<file path="config.mk">
export PLATFORM = sky130hd
export DESIGN_NAME = load_ctrl
export DESIGN_NICKNAME = d
export VERILOG_FILES = /design/src/load_ctrl_pkg.sv /design/src/load_ctrl.sv /design/src/irq_pulldown.sv
export VERILOG_INCLUDE_DIRS = /design/src
export SDC_FILE = /design/constraint.sdc
export NUM_CORES = 1
export LEC_CHECK = 0
export BUFFER_PORTS_ARGS = -buffer_cell sky130_fd_sc_hd__buf_2
export CAP_MARGIN = 20
export CELL_PAD_IN_SITES_DETAIL_PLACEMENT = 1
export CELL_PAD_IN_SITES_GLOBAL_PLACEMENT = 1
export CORE_UTILIZATION = 27
export CTS_BUF_LIST = sky130_fd_sc_hd__clkbuf_16
export CTS_CLUSTER_DIAMETER = 50
export DETAILED_ROUTE_END_ITERATION = 12
export GPL_ROUTABILITY_DRIVEN = 1
export PLACE_DENSITY = 0.77
export SLEW_MARGIN = 25
export SYNTH_ARGS = -nofsm -noshare
export SYNTH_HDL_FRONTEND = slang
export SYNTH_SLANG_ARGS = --single-unit
</file>
<file path="constraint.sdc">
create_clock -name clk -period 1.2 [get_ports clk]
set_input_delay 0.12 -clock clk [delete_from_list [all_inputs] [get_ports clk]]
set_output_delay 0.12 -clock clk [all_outputs]
set_load 0.03 [all_outputs]
</file>
<file path="src/load_ctrl_regs.svh">
`ifndef LOAD_CTRL_REGS_SVH
`define LOAD_CTRL_REGS_SVH
// Strap level codes
`define STRAP_GND_1K   2'h0
`define STRAP_GND_10K  2'h1
`define STRAP_FLOAT    2'h2
`define STRAP_VDD      2'h3
// Reset values
`define DONE_N_RST     1'b1
`define INT_N_OE_RST   1'b1
// Number of interrupt event sources
`define EVENT_COUNT    8
`endif

</file>
<file path="src/load_ctrl_pkg.sv">
`default_nettype none
package load_ctrl_pkg;
   typedef enum logic [1:0]
   {
      ROLE_TEST,
      ROLE_MASTER,
      ROLE_SLAVE
   } bus_role_e;
   typedef enum logic [2:0]
   {
      LD_IDLE,
      LD_START,
      LD_BUSY,
      LD_OK,
      LD_FAIL
   } load_state_e;
endpackage : load_ctrl_pkg
`default_nettype wire

</file>
<file path="src/load_ctrl.sv">
// Behaviour
// - Master role: low load request starts the EEPROM register read.
// - After load, request may stay low without restart or disturbance.
// - Master role: done output stays high while loading or after failure.
// - Master role: done output goes low only after successful load.
// - Slave role: low request holds serial state machine and registers in reset.
// - Interrupt pin pulls low on an enabled event, released otherwise.
// - Software selects which events drive the interrupt.
// - Interrupt pin only pulls low, never drives high.
// - Outside test mode, test pins are inputs with no effect.
`include "load_ctrl_regs.svh"
`default_nettype none
module load_ctrl
(
   // Clock and reset
   input  wire logic                      clk,
   input  wire logic                      rst,
   // Straps and pins
   input  wire logic [1:0]                bus_role_strap,
   input  wire logic                      load_req_n,
   output var  logic                      all_done_n,
   // EEPROM read engine handshake
   output var  logic                      eeprom_start,
   input  wire logic                      eeprom_busy,
   input  wire logic                      eeprom_ok,
   input  wire logic                      eeprom_fail,
   // Serial interface and register bank reset
   output var  logic                      regs_reset,
   // Interrupt sources and enables from the register bank
   input  wire logic [`EVENT_COUNT-1:0]   event_in,
   input  wire logic [`EVENT_COUNT-1:0]   event_enable,
   output var  logic                      int_n_out,
   output var  logic                      int_n_oe_n,
   // Factory test pins, inputs only, and the test mode output
   input  wire logic                      factory_test_in_a,
   input  wire logic                      factory_test_in_b,
   input  wire logic                      factory_test_in_c,
   input  wire logic                      factory_test_in_d,
   input  wire logic                      factory_test_in_e,
   input  wire logic                      factory_test_in_f,
   output var  logic                      test_mode_active
);
   load_ctrl_pkg::bus_role_e   role_q;
   load_ctrl_pkg::bus_role_e   role_d;
   logic                       role_valid_q;
   load_ctrl_pkg::load_state_e state_q;
   load_ctrl_pkg::load_state_e state_d;
   logic [5:0]                 test_pins;

   wire is_master;
   wire is_slave;
   wire is_test;
   wire test_pins_all;
   wire start_d;
   wire done_n_d;
   wire regs_reset_d;
   wire test_mode_d;

   // Strap is caught once after reset release, not under the async reset
   assign role_d = (bus_role_strap == `STRAP_FLOAT) ? load_ctrl_pkg::ROLE_MASTER :
                   (bus_role_strap == `STRAP_VDD)   ? load_ctrl_pkg::ROLE_SLAVE  :
                                                      load_ctrl_pkg::ROLE_TEST;
   assign is_master = role_valid_q && (role_q == load_ctrl_pkg::ROLE_MASTER);
   assign is_slave  = role_valid_q && (role_q == load_ctrl_pkg::ROLE_SLAVE);
   assign is_test   = role_valid_q && (role_q == load_ctrl_pkg::ROLE_TEST);

   // Test pins gathered into one word so a single reduction covers them
   assign test_pins[0] = factory_test_in_a;
   assign test_pins[1] = factory_test_in_b;
   assign test_pins[2] = factory_test_in_c;
   assign test_pins[3] = factory_test_in_d;
   assign test_pins[4] = factory_test_in_e;
   assign test_pins[5] = factory_test_in_f;
   // Test pins only matter when the reserved strap selects test mode
   assign test_pins_all = &test_pins;

   // Next values of the registered pins, kept out of the flop blocks
   assign start_d      = (state_d == load_ctrl_pkg::LD_START);
   // Slave role mirrors the request; master role shows the load result, test role holds done high
   assign done_n_d     = is_slave ? load_req_n :
                         ~(is_master && (state_d == load_ctrl_pkg::LD_OK));
   // Registers held while role is unknown or slave request is low
   assign regs_reset_d = !role_valid_q || (is_slave && !load_req_n);
   assign test_mode_d  = is_test && test_pins_all;

   always_ff @(posedge clk or posedge rst)
   begin
      if (rst)
      begin
         role_q       <= load_ctrl_pkg::ROLE_TEST;
         role_valid_q <= 1'b0;
      end
      else if (!role_valid_q)
      begin
         role_q       <= role_d;
         role_valid_q <= 1'b1;
      end
   end

   always_comb
   begin
      state_d = state_q;
      case (state_q)
         load_ctrl_pkg::LD_IDLE:
         begin
            // Only the master role loads; slave and test roles stay idle
            if (is_master && !load_req_n)
            begin
               state_d = load_ctrl_pkg::LD_START;
            end
         end
         load_ctrl_pkg::LD_START:
         begin
            state_d = load_ctrl_pkg::LD_BUSY;
         end
         load_ctrl_pkg::LD_BUSY:
         begin
            if (eeprom_ok)
            begin
               state_d = load_ctrl_pkg::LD_OK;
            end
            else if (eeprom_fail)
            begin
               state_d = load_ctrl_pkg::LD_FAIL;
            end
            // Engine dropped busy with no verdict: the load is incomplete.
            // Limitation: the engine must show busy one cycle after start.
            else if (!eeprom_busy)
            begin
               state_d = load_ctrl_pkg::LD_FAIL;
            end
         end
         // Terminal: a held-low request never restarts; only reset re-arms
         load_ctrl_pkg::LD_OK:
         begin
            state_d = load_ctrl_pkg::LD_OK;
         end
         load_ctrl_pkg::LD_FAIL:
         begin
            state_d = load_ctrl_pkg::LD_FAIL;
         end
         default:
         begin
            state_d = load_ctrl_pkg::LD_IDLE;
         end
      endcase
   end

   always_ff @(posedge clk or posedge rst)
   begin
      if (rst)
      begin
         state_q <= load_ctrl_pkg::LD_IDLE;
      end
      else
      begin
         state_q <= state_d;
      end
   end

   // One-cycle pulse, so a busy engine never sees a second start
   always_ff @(posedge clk or posedge rst)
   begin
      if (rst)
      begin
         eeprom_start <= 1'h0;
      end
      else
      begin
         eeprom_start <= start_d;
      end
   end

   // Reset shows an incomplete load on the done pin
   always_ff @(posedge clk or posedge rst)
   begin
      if (rst)
      begin
         all_done_n <= `DONE_N_RST;
      end
      else
      begin
         all_done_n <= done_n_d;
      end
   end

   always_ff @(posedge clk or posedge rst)
   begin
      if (rst)
      begin
         regs_reset <= 1'h1;
      end
      else
      begin
         regs_reset <= regs_reset_d;
      end
   end

   always_ff @(posedge clk or posedge rst)
   begin
      if (rst)
      begin
         test_mode_active <= 1'h0;
      end
      else
      begin
         test_mode_active <= test_mode_d;
      end
   end

   irq_pulldown u_irq
   (
      .clk          (clk),
      .rst          (rst),
      .event_in     (event_in),
      .event_enable (event_enable),
      .int_n_out    (int_n_out),
      .int_n_oe_n   (int_n_oe_n)
   );
endmodule : load_ctrl
`default_nettype wire

</file>
<file path="src/irq_pulldown.sv">
`include "load_ctrl_regs.svh"
`default_nettype none
module irq_pulldown
(
   // Clock and reset
   input  wire logic                      clk,
   input  wire logic                      rst,
   // Events and enables
   input  wire logic [`EVENT_COUNT-1:0]   event_in,
   input  wire logic [`EVENT_COUNT-1:0]   event_enable,
   // Open-drain pin, enable low means pulling low
   output var  logic                      int_n_out,
   output var  logic                      int_n_oe_n
);
   logic [`EVENT_COUNT-1:0] hit;
   wire                     any_hit;

   genvar g;
   generate
      for (g = 0; g < `EVENT_COUNT; g = g + 1)
      begin : gen_gate
         assign hit[g] = event_in[g] & event_enable[g];
      end
   endgenerate

   assign any_hit = |hit;

   always_ff @(posedge clk or posedge rst)
   begin
      if (rst)
      begin
         int_n_oe_n <= `INT_N_OE_RST;
         int_n_out  <= 1'b0;
      end
      else
      begin
         // Data is always low; only the enable moves, so the pin never drives high
         int_n_out  <= 1'b0;
         int_n_oe_n <= ~any_hit;
      end
   end
endmodule : irq_pulldown
`default_nettype wire

</file>
---- Yosys cells after proc, flatten, opt, wreduce, memory -nomap -nowiden ----
Cells that the tools add are included.
operators by class
  add/subtract/negate cells ............... 0
  multiply operators ...................... 0
  div/mod/pow operators ................... 0
  order comparisons ....................... 0
  eq/ne operators ......................... 10
  shift operators ......................... 0
  muxes and demuxes ....................... 8
  bitwise operators ....................... 10
  reduce and logical (&&, ||, !) cells .... 14
operators with widths
  cell                  number
  $pmux W3 S5           1
  $mux W3               4
  $eq A3 B2 Y1 const B  3
  $and A1 B1 Y1         8
  $reduce_or A8 Y1      1
  $logic_and A1 B1 Y1   7
  $eq A2 B2 Y1 const B  3
  $eq A3 B1 Y1 const B  2
  $reduce_and A6 Y1     1
  $mux W2               2
  $eq A3 B3 Y1 const B  1
  $logic_not A3 Y1      1
  $eq A2 B1 Y1 const B  1
  $logic_not A1 Y1      2
  $logic_not A2 Y1      1
  $not A1 Y1            2
  $logic_or A1 B1 Y1    1
  $mux W1               1
word-level totals
  bits in registers ....................... 11
  latch bits .............................. 0
  bits in writable memories ............... 0
  bits in read-only memories .............. 0
  bits of input ports ..................... 30
  output and inout port bits .............. 6
  memories ................................ 0

---- Longest topological paths before layout ----
Gate-level depths: netlist of the first run.
  depth after elaboration ................. 9
  gate-level depth with buffers ........... 3
  mapped depth without buffers ............ 3

---- By module ----
A second synthesis of the first run with hierarchy kept.
unflattened totals
  cells, all modules ...................... 46
  area, all modules ....................... 499.2 sq um
modules (own cells, without submodules)
  module        instances  cells an instance  area an instance (sq um)
  load_ctrl     1          37                 419.2
  irq_pulldown  1          9                  80.1

---- Worst setup path before layout of the first run ----
OpenSTA, ideal clock, no wires.
  path kind ............................... register -> register
  start ................................... reg state_q[2]
  end ..................................... reg state_q[2]
  setup time .............................. 77 ps
  data arrival time ....................... 989 ps
  data required time ...................... 1123 ps
  slack ................................... 134 ps
  cell stages (with the launch flop) ...... 3
  buffers on the path ..................... 0
  cells stage by stage .................... dfrtp_1 -> or4b_1 -> a21oi_1
on the way
  word-level cells in the longest chain between the ends .. 4
  elaborated cells between the ends (all ways) .. 10
RTL lines
  item                      line              source
  start: declaration        load_ctrl.sv:46   load_ctrl_pkg::load_state_e state_q;
  start signal: assignment  load_ctrl.sv:153  state_q <= load_ctrl_pkg::LD_IDLE;
  start signal: assignment  load_ctrl.sv:157  state_q <= state_d;
  $mux W3                   load_ctrl.sv:128  else if (!eeprom_busy)
  $mux W3                   load_ctrl.sv:122  else if (eeprom_fail)
  $mux W3                   load_ctrl.sv:118  if (eeprom_ok)
  $pmux W3 S5 (*)           load_ctrl.sv:103  case (state_q)
  net state_d[2]            load_ctrl.sv:47   load_ctrl_pkg::load_state_e state_d;
Mark *: on every way through the listed nets, which the timed path passes. The rest lies on a longest branch.
A chain may end at the register's enable or synchronous reset.

---- Final worst setup path of the first run ----
Ends and elaborated chain as after synthesis.

==> run metrics, run 1 <==
status=finished, final reports clean; first-pass GRT wire length=2100 microns; CTS tree=done; maxcap violations=0; Final HPWL DP=1040 microns; root buf cell=clkbuf_16; drt total wl=1360 microns; Design Power=1.31 mW; CP max FO=5; main combinational cell family by area after synthesis=simple AND/OR/NAND/NOR gates; sw power=323 uW; diode count=0; CTS Buffer Depth=2; Die Span Y=44.8 microns; syn_nets=74; FILL cells=222; crit start category=flip-flop; Slew Limit Fails=0; Nets=113; Seq. cell area=279 sq um; Slowest-stage cell, CP=or4b_4; Vias=498; Worst path max stage delay=0.54 ns; clock power share=0.458; DRC viols=0; synth top area cells=dfrtp_1, dfstp_2, a22oi_1; endpoints failing hold=0; Worst Path Required=1.37 ns; die area=0.00201 sq mm; Routed wire per std cell=12.7 microns; RSZ-0062 raised after global routing=false; First-pass DRT Iterations=2; most frequent cells in the layout=buf_2, dfrtp_1, o21ai_0, inv_1, a22oi_1; adder-cell area share of the yosys netlist=0; Syn. warnings=0; H-Tree Depth=1; Leak=0.392 nW; Comb pwr share=0.159; Area Overhead vs Synth=58.7%; core area=0.00173 sq mm; Pwr per Cell Area=1670 mW/mm^2; sequential share of the synthesized area=0.565; Num Clock Sinks=11; Synth Area in Compound Gates=0.147; Post-Synth Simple-Gate Area=0.235; starting DRC count in detailed routing=2; most common cell after layout, fill and taps aside=buf_2; achievable frequency=0.864 GHz; Setup Skew=0.00291 ns; worst-skew pair later-pin latency=0.24 ns; Min Clock Period, post-route=1.16 ns; initial antenna violation count=0; PortBufs=34; Synth Area in XOR/XNOR=0; die span in x=44.8 microns; Crit. End Element=flip-flop; share of the synthesized area in the top cell type=0.405; kind of critical path=reg2reg; Netlist cell types=21; Synth Register Bits=11; Top Ports=36; vias in the first global route=529; Setup violations, final=0; Flop pwr share=0.383; Max VDD drop=0.725 mV; GPL Wtd Cong=0.670; footprint of the multi-input gates=204 sq um; clock slew at reported path FFs=0.04 ns; Final Cycle Share=0.965; largest net degree at the start of global routing=12; sw frac=0.248; synthesized area=494 sq um; Final Core Density=0.454; GRT Util Overall=0.160; mux contribution to synthesized area=0; CTS Buf Count=3; via/cell ratio=4.65; GR Overflow Total=0; row cnt=15; Internal Power=983 uW; worst hold path class=in2reg; fraction of layout instances using a drive strength above 1=0.537; area leader, netlist=dfrtp_1; initial core utilization=0.286; Post-Syn Instances=44; CP arrival=1.32 ns; synthesized area per cell=11.2 sq um; Setup TNS Final=0 ns; crit path cell chain=or4b_4 > a21oi_2; postcts setup bufs=0; Post-DRT Antenna Nets=0
## stage by stage
step / hold WS [ns] / area (sq um) / worst slack, ns / std cells
final: 0.0796 / 785 / 0.0426 / 107
after CTS: 0.0839 / 777 / 0.0200 / 107
after floorplan: -0.0297 / 494 / 0.134 / 44
after global placement: 0.121 / 688 / 0.111 / 102
after global routing: 0.0977 / 785 / 0.0201 / 107
after detailed placement: 0.126 / 688 / 0.0447 / 102
## timing repair
item	4_1_cts	5_1_grt
hold endpoints to repair	8	0
endpoints found under the setup margin	0	1
hold buffers	1	0
resized for setup	0	2
## Yosys cell counts, drive strengths merged
| library cell | instances |
|---|---|
| a22oi | 4 |
| nand2b | 3 |
| o21bai | 1 |
| nand3 | 1 |
| nor4b | 1 |
| or4b | 1 |
| nand2 | 2 |
| conb | 2 |
| inv | 3 |
| dfrtp | 8 |
| nor3b | 1 |
| nor2b | 1 |
| and4 | 1 |
| nor4 | 1 |
| buf | 1 |
| nand4b | 1 |
| dfstp | 3 |
| a21oi | 3 |
| nor2 | 1 |
| o21ai | 4 |
| nand4bb | 1 |
## final timing paths
kind | end | cells past startpoint | from | slack, ns
worst max-delay path | state_q[2] | 2 | state_q[2] | 0.04
worst min-delay path | eeprom_start | 2 | load_req_n | 0.08
worst max register to register | state_q[2] | 2 | state_q[2] | 0.04
worst min register to register | state_q[2] | 1 | state_q[0] | 0.51
max in group asynchronous | u_irq.int_n_oe_n | 3 | rst | 0.45
min in group asynchronous | test_mode_active | 3 | rst | 0.42
## per-layer routing
metal	wire [microns]	vias up	track usage
met1	447	230	0.128
li1	-	231	-
met2	751	32	0.318
met3	124	5	0.0520
met5	0	-	0
met4	36	0	0.109
## worst max-delay path: cells and delay by family (launching register included)
family,cells,cell delay [ns]
AO/OA/AOI/OAI,1,0.13
flip-flops,1,0.41
AND/OR/NAND/NOR,1,0.54
## power by group through the flow
stage | Sequential (mW) | Clock (mW) | Combinational, mW
finish | 0.501 | 0.598 | 0.207
detailed placement | 0.504 | 0 | 0.189
CTS | 0.501 | 0.613 | 0.194
global placement | 0.497 | 0 | 0.178
global route | 0.512 | 0.625 | 0.227
floorplan | 0.500 | 0 | 0.0996
## sequential cells by signal, summed over array words and instances (netlist names)
signal	count
all_done_n	1
test_mode_active	1
state_q	3
role_valid_q	1
regs_reset	1
u_irq.int_n_oe_n	1
eeprom_start	1
role_q	2
## kinds of logic (layout without fill, tap and decap cells)
logic type,count (synthesis),in the layout
AND/OR/NAND/NOR,15,15
AO/OA/AOI/OAI,12,12
flip-flops,11,11
other,2,2
buffers and inverters,4,42
## cell type report
cell class              count  area share
clock buffers               3      0.0957
clock inverters             1     0.00478
inverters                   3      0.0144
multi-input cells          29       0.260
flip-flops and latches     11       0.356
well taps                  25      0.0399
repair buffers             35       0.230
Power figures use the tool's default switching activity.
==> inputs of run 2 (changes only) <==
--- a/config.mk
+++ b/config.mk
@@ -7,4 +7,5 @@
 export NUM_CORES = 1
 export LEC_CHECK = 0
+export ABC_CLOCK_PERIOD_IN_PS = 1200
 export BUFFER_PORTS_ARGS = -buffer_cell sky130_fd_sc_hd__buf_2
 export CAP_MARGIN = 20
==> constraint.sdc (replaced) <==
create_clock -name clk -period 1.2 [get_ports clk]
set_input_delay 0.24 -clock clk [delete_from_list [all_inputs] [get_ports clk]]
set_output_delay 0.24 -clock clk [all_outputs]
set_load 0.03 [all_outputs]
==> run metrics, run 2 (synthesis gave the netlist of run 1 again) <==
status=finished with violations (was finished, final reports clean); violated checks=negative hold slack; Post-DRT Antenna Nets=0 (unchanged); PortBufs=34 (unchanged); Die Span Y=44.8 microns (unchanged); Worst path depth=1 (was 2); Worst R2R End=state_q[0] (was state_q[2]); achievable frequency=0.861 GHz (was 0.864 GHz); root buf cell=clkbuf_16 (unchanged); initial core utilization=0.286 (unchanged); crit path cell chain=buf_2 (was or4b_4 > a21oi_2); Min Clock Period, post-route=1.16 ns (about the same); Pwr per Cell Area=1670 mW/mm^2 (about the same); Crit. End Element=output port (was flip-flop); initial antenna violation count=0 (unchanged); Largest regs=state_q (3), role_q (2) (unchanged); via/cell ratio=4.64 (was 4.65); die area=0.00201 sq mm (unchanged); drt total wl=1420 microns (was 1360 microns); Vias=510 (was 498); crit start category=flip-flop (unchanged); Num Clock Sinks=11 (unchanged); clock slew at reported path FFs=0.04 ns (about the same); CP arrival=0.92 ns (was 1.32 ns); worst setup path end=int_n_oe_n (was state_q[2]); vias in the first global route=543 (was 529); R2R Path Start=state_q[2] (unchanged); kind of critical path=reg2out (was reg2reg); row cnt=15 (unchanged); GRT Util Overall=0.158 (was 0.160); Setup Skew=0.00426 ns (was 0.00291 ns); Top reg by flops=state_q (unchanged); WHS=-0.00965 ns (was 0.0796 ns); worst-skew pair later-pin latency=0.24 ns (about the same); first-pass GRT wire length=2170 microns (was 2100 microns); GR Overflow Total=0 (unchanged); Nets=116 (was 113); most common cell after layout, fill and taps aside=buf_2 (unchanged); Top Ports=36 (unchanged); Register-to-Register Path Depth=3 (was 2); diode count=0 (unchanged); Worst Path Required=0.96 ns (was 1.37 ns); maxcap violations=0 (unchanged); Final HPWL DP=1080 microns (was 1040 microns); starting DRC count in detailed routing=1 (was 2); Routed wire per std cell=12.9 microns (was 12.7 microns); Slew Limit Fails=0 (unchanged); largest net degree at the start of global routing=12 (unchanged); FILL cells=217 (was 222); Leak=0.412 nW (was 0.392 nW); CTS Buf Count=3 (unchanged); fin worst setup slack=0.0383 ns (was 0.0426 ns); Placement Setup Slack=0.0635 ns (was 0.0447 ns); max FFs per register=3 (unchanged); CP max FO=1 (was 5); fraction of layout instances using a drive strength above 1=0.588 (was 0.537); Worst path max stage delay=0.50 ns (was 0.54 ns); Area Overhead vs Synth=69.6% (was 58.7%); die span in x=44.8 microns (unchanged); CTS tree=done (unchanged); endpoints failing hold=8 (was 0); core area=0.00173 sq mm (unchanged); Max VDD drop=0.587 mV (was 0.725 mV); GPL Wtd Cong=0.676 (was 0.670); Reg2Reg Setup Slack=0.04 ns (about the same); Setup violations, final=0 (unchanged); CP bufs+invs=1 (was 0); Slowest-stage cell, CP=dfstp_2 (was or4b_4); Top delay family on crit path=flip-flops (was simple AND/OR/NAND/NOR gates); worst hold path class=in2async (was in2reg); First-pass DRT Iterations=2 (unchanged); Final Cycle Share=0.968 (was 0.965); H-Tree Depth=1 (unchanged); CTS Buffer Depth=2 (unchanged); most frequent cells in the layout=buf_2, dfrtp_1, inv_1, a22oi_1, buf_4 (was buf_2, dfrtp_1, o21ai_0, inv_1, a22oi_1); DRC viols=0 (unchanged); CP Launch Point=u_irq.int_n_oe_n (was state_q[2])
run 2: where the power goes:
part | switching (mW) | leakage (nW) | total [mW] | internal, mW
clock network | 0.162 | 0.0423 | 0.599 | 0.437
logic | 0.126 | 0.234 | 0.285 | 0.160
registers | 0.0764 | 0.136 | 0.514 | 0.437
run 2: worst min-delay path by stage:
stage,end,slack [ns],cells after the start
final,role_q[1],-0.01,2
after detailed placement,eeprom_start,0.25,2
after floorplan,eeprom_start,0.09,1
after global placement,eeprom_start,0.24,2
after CTS,test_mode_active,0.006,2
after global routing,role_q[0],0.04,2
run 2: timing repair:
item | CTS | global route
setup buffers | 0 | 2
endpoints found under the setup margin | 0 | 2
hold buffers | 0 | 0
resized for setup | 0 | 6
run 2: area by class of cell:
type,count,area (sq um),area share
clock inverters,1,3.75,0.00448
multi-input cells,29,236,0.282
well taps,25,31.3,0.0373
clock buffers,3,75.1,0.0896
inverters,3,11.3,0.0134
repair buffers,38,200,0.239
flip-flops and latches,11,280,0.334
run 2: per-layer routing:
layer | wire length [microns] | GRT usage | vias to the layer above
li1 | - | - | 236
met5 | 0 | 0 | -
met2 | 796 | 0.321 | 31
met1 | 495 | 0.136 | 239
met4 | 17 | 0.0727 | 0
met3 | 107 | 0.0480 | 4
run 2: metrics by stage:
| stage | cells | utilization | total power [mW] | cell area [sq um] | setup TNS (ns) |
|---|---|---|---|---|---|
| 3_5_place_dp | 104 | 0.407 | 0.697 | 703 | 0 |
| 2_1_floorplan | 44 | - | 0.600 | 494 | 0 |
| 6_report | 110 | 0.486 | 1.40 | 838 | 0 |
| 4_1_cts | 108 | 0.453 | 1.29 | 782 | 0 |
| 5_1_grt | 110 | 0.486 | 1.46 | 838 | -0.0264 |
| 3_3_place_gp | 104 | 0.407 | 0.683 | 703 | 0 |
==> inputs of run 3 (changes only) <==
Settings changed: ABC_AREA set to 1, CORE_UTILIZATION 27 to 26.
==> run metrics, run 3 <==
most frequent cells in the layout=buf_2, nand2_1, inv_1 (was buf_2, dfrtp_1, inv_1, a22oi_1, buf_4); Synth Register Bits=11 (unchanged); GR Overflow Total=0 (unchanged); sequential share of the synthesized area=0.507 (was 0.565); GPL Wtd Cong=0.736 (was 0.676); Area Overhead vs Synth=51.8% (was 69.6%); worst hold path class=in2reg (was in2async); endpoints failing hold=0 (was 8); Hold Path Stages=3; top cells by count, synth=nand2_1, inv_1, nor2_1 (was dfrtp_1, a22oi_1, o21ai_0); Final HPWL DP=1130 microns (was 1080 microns); die area=0.00231 sq mm (was 0.00201 sq mm); starting DRC count in detailed routing=1 (unchanged); First-pass DRT Iterations=4 (was 2); clock slew at reported path FFs=0.04 ns (about the same); Setup violations, final=0 (unchanged); kind of critical path=reg2out (unchanged); top-count cell post-synth=nand2_1 (was dfrtp_1); Setup Skew=0.00139 ns (was 0.00426 ns); Top delay family on crit path=flip-flops (unchanged); Post-Synth Simple-Gate Area=0.302 (was 0.235); first-pass GRT wire length=2190 microns (was 2170 microns); crit path cell chain=buf_2 (unchanged); row cnt=16 (was 15); worst-skew pair later-pin latency=0.23 ns (was 0.24 ns); CP arrival=0.93 ns (was 0.92 ns); Slowest-stage cell, CP=dfstp_2 (unchanged); Min Clock Period, post-route=1.17 ns (was 1.16 ns); CTS Buffer Depth=2 (unchanged); ys flop type=dfrtp_1 (unchanged); Vias=582 (was 510); CTS Buf Count=3 (unchanged); Worst path max stage delay=0.51 ns (was 0.50 ns); Register-to-Register Path Depth=3 (unchanged); status=finished, final reports clean (was finished with violations); H-Tree Depth=1 (unchanged); Crit. End Element=output port (unchanged); Synth Area in Compound Gates=0.0614 (was 0.147); largest net degree at the start of global routing=12 (unchanged); fraction of layout instances using a drive strength above 1=0.365 (was 0.588); postcts setup bufs=0 (unchanged); Routed wire per std cell=9.20 microns (was 12.9 microns); most common cell after layout, fill and taps aside=buf_2 (unchanged); drt total wl=1310 microns (was 1420 microns); Worst path depth=1 (unchanged); CTS tree=done (unchanged); syn_nets=107 (was 74); Nets=146 (was 116); Die Span Y=48.0 microns (was 44.8 microns); DRC viols=0 (unchanged); CP bufs+invs=1 (unchanged); Syn. warnings=0 (unchanged); Leak=0.493 nW (was 0.412 nW); crit start category=flip-flop (unchanged); synthesized area=551 sq um (was 494 sq um); Seq. cell area=279 sq um (was 280 sq um); area leader, netlist=dfrtp_1 (unchanged); WHS=0.233 ns (was -0.00965 ns); Final Cycle Share=0.976 (was 0.968); Netlist cell types=13 (was 21); max FFs per register=3 (unchanged); core area=0.00198 sq mm (was 0.00173 sq mm); dpl cell area=747 sq um (was 703 sq um); RSZ-0062 raised after global routing=false; via/cell ratio=4.10 (was 4.64); share of the synthesized area in the top cell type=0.364 (was 0.405); FILL cells=253 (was 217); root buf cell=clkbuf_16 (unchanged); post_cts resized=0 (unchanged); Slew Limit Fails=0 (unchanged); Top reg by flops=state_q (unchanged); initial core utilization=0.278 (was 0.286); PortBufs=34 (unchanged); CP max FO=1 (unchanged); maxcap violations=0 (unchanged); vias in the first global route=581 (was 543); initial antenna violation count=0 (unchanged); achievable frequency=0.854 GHz (was 0.861 GHz); Reg2Reg Setup Slack=0.25 ns (was 0.04 ns); CP Launch Point=u_irq.int_n_oe_n (unchanged); die span in x=48.0 microns (was 44.8 microns); Max VDD drop=0.811 mV (was 0.587 mV); Synth Area in XOR/XNOR=0 (unchanged); diode count=0 (unchanged); Post-Syn Instances=77 (was 44); footprint of the multi-input gates=208 sq um (was 236 sq um); Num Clock Sinks=11 (unchanged); Post-synth EDFFs=0 (unchanged); GRT Util Overall=0.145 (was 0.158); Pwr per Cell Area=1560 mW/mm^2 (was 1670 mW/mm^2); R2R Path Start=state_q[1] (was state_q[2]); Worst Path Required=0.96 ns (about the same); Post-Layout Inst Area=836 sq um (was 838 sq um); mux contribution to synthesized area=0 (unchanged); synthesized area per cell=7.15 sq um (was 11.2 sq um); Async S/R FF share, synth=1.00 (unchanged); main combinational cell family by area after synthesis=simple AND/OR/NAND/NOR gates (unchanged); Top Ports=36 (unchanged); Post-DRT Antenna Nets=0 (unchanged); synth top area cells=dfrtp_1, nand2_1, dfstp_2 (was dfrtp_1, dfstp_2, a22oi_1); Worst R2R End=state_q[0] (unchanged); Largest regs=state_q (3), role_q (2) (unchanged); Setup TNS Final=0 ns (unchanged); adder-cell area share of the yosys netlist=0 (unchanged); worst setup path end=int_n_oe_n (unchanged)
[run 3: layout make-up]
type	count	area share
Multi-Input combinational cell	50	0.249
Clock buffer	3	0.0898
Inverter	15	0.0674
Sequential cell	11	0.334
Clock inverter	1	0.00449
Tap cell	27	0.0404
Timing Repair Buffer	35	0.216
[run 3: worst min path at each step]
stage                     slack [ns]         startpoint                to
final                           0.23  factory_test_in_c  test_mode_active
after global routing            0.24  factory_test_in_c  test_mode_active
after CTS                       0.23  factory_test_in_c  test_mode_active
after detailed placement        0.25                rst  test_mode_active
after global placement          0.25                rst  test_mode_active
after floorplan                 0.09                rst      eeprom_start
[run 3: what timing repair did]
item / CTS / global route
hold endpoints to repair: 8 / 0
hold buffers: 1 / 0
setup endpoints to repair: 0 / 0
[run 3: cells by family after synthesis]
family	after synthesis
buffers and inverters	16
AOI/OAI and AO/OA	6
other	2
and+or+nand+nor	42
DFF	11
[run 3: power by group]
part	internal (mW)	switching, mW	leakage [nW]
clock	0.435	0.145	0.0423
combinational	0.0991	0.151	0.313
sequential	0.428	0.0411	0.138
[run 3: layer usage]
metal,GRT usage,vias up,routed length (microns)
met5,0,-,0
met2,0.262,25,768
li1,-,296,-
met4,0.0667,0,0
met3,0.0453,0,83
met1,0.150,261,455
[run 3: stage by stage]
stage          worst slack, ns  total power [mW]  instances   util
6_report                0.0288              1.30        142  0.422
5_1_grt               0.000227              1.40        142  0.422
4_1_cts                 0.0183              1.33        142  0.422
3_5_place_dp             0.269             0.726        137  0.377
3_3_place_gp             0.286             0.705        137  0.377
2_1_floorplan            0.372             0.628         77      -
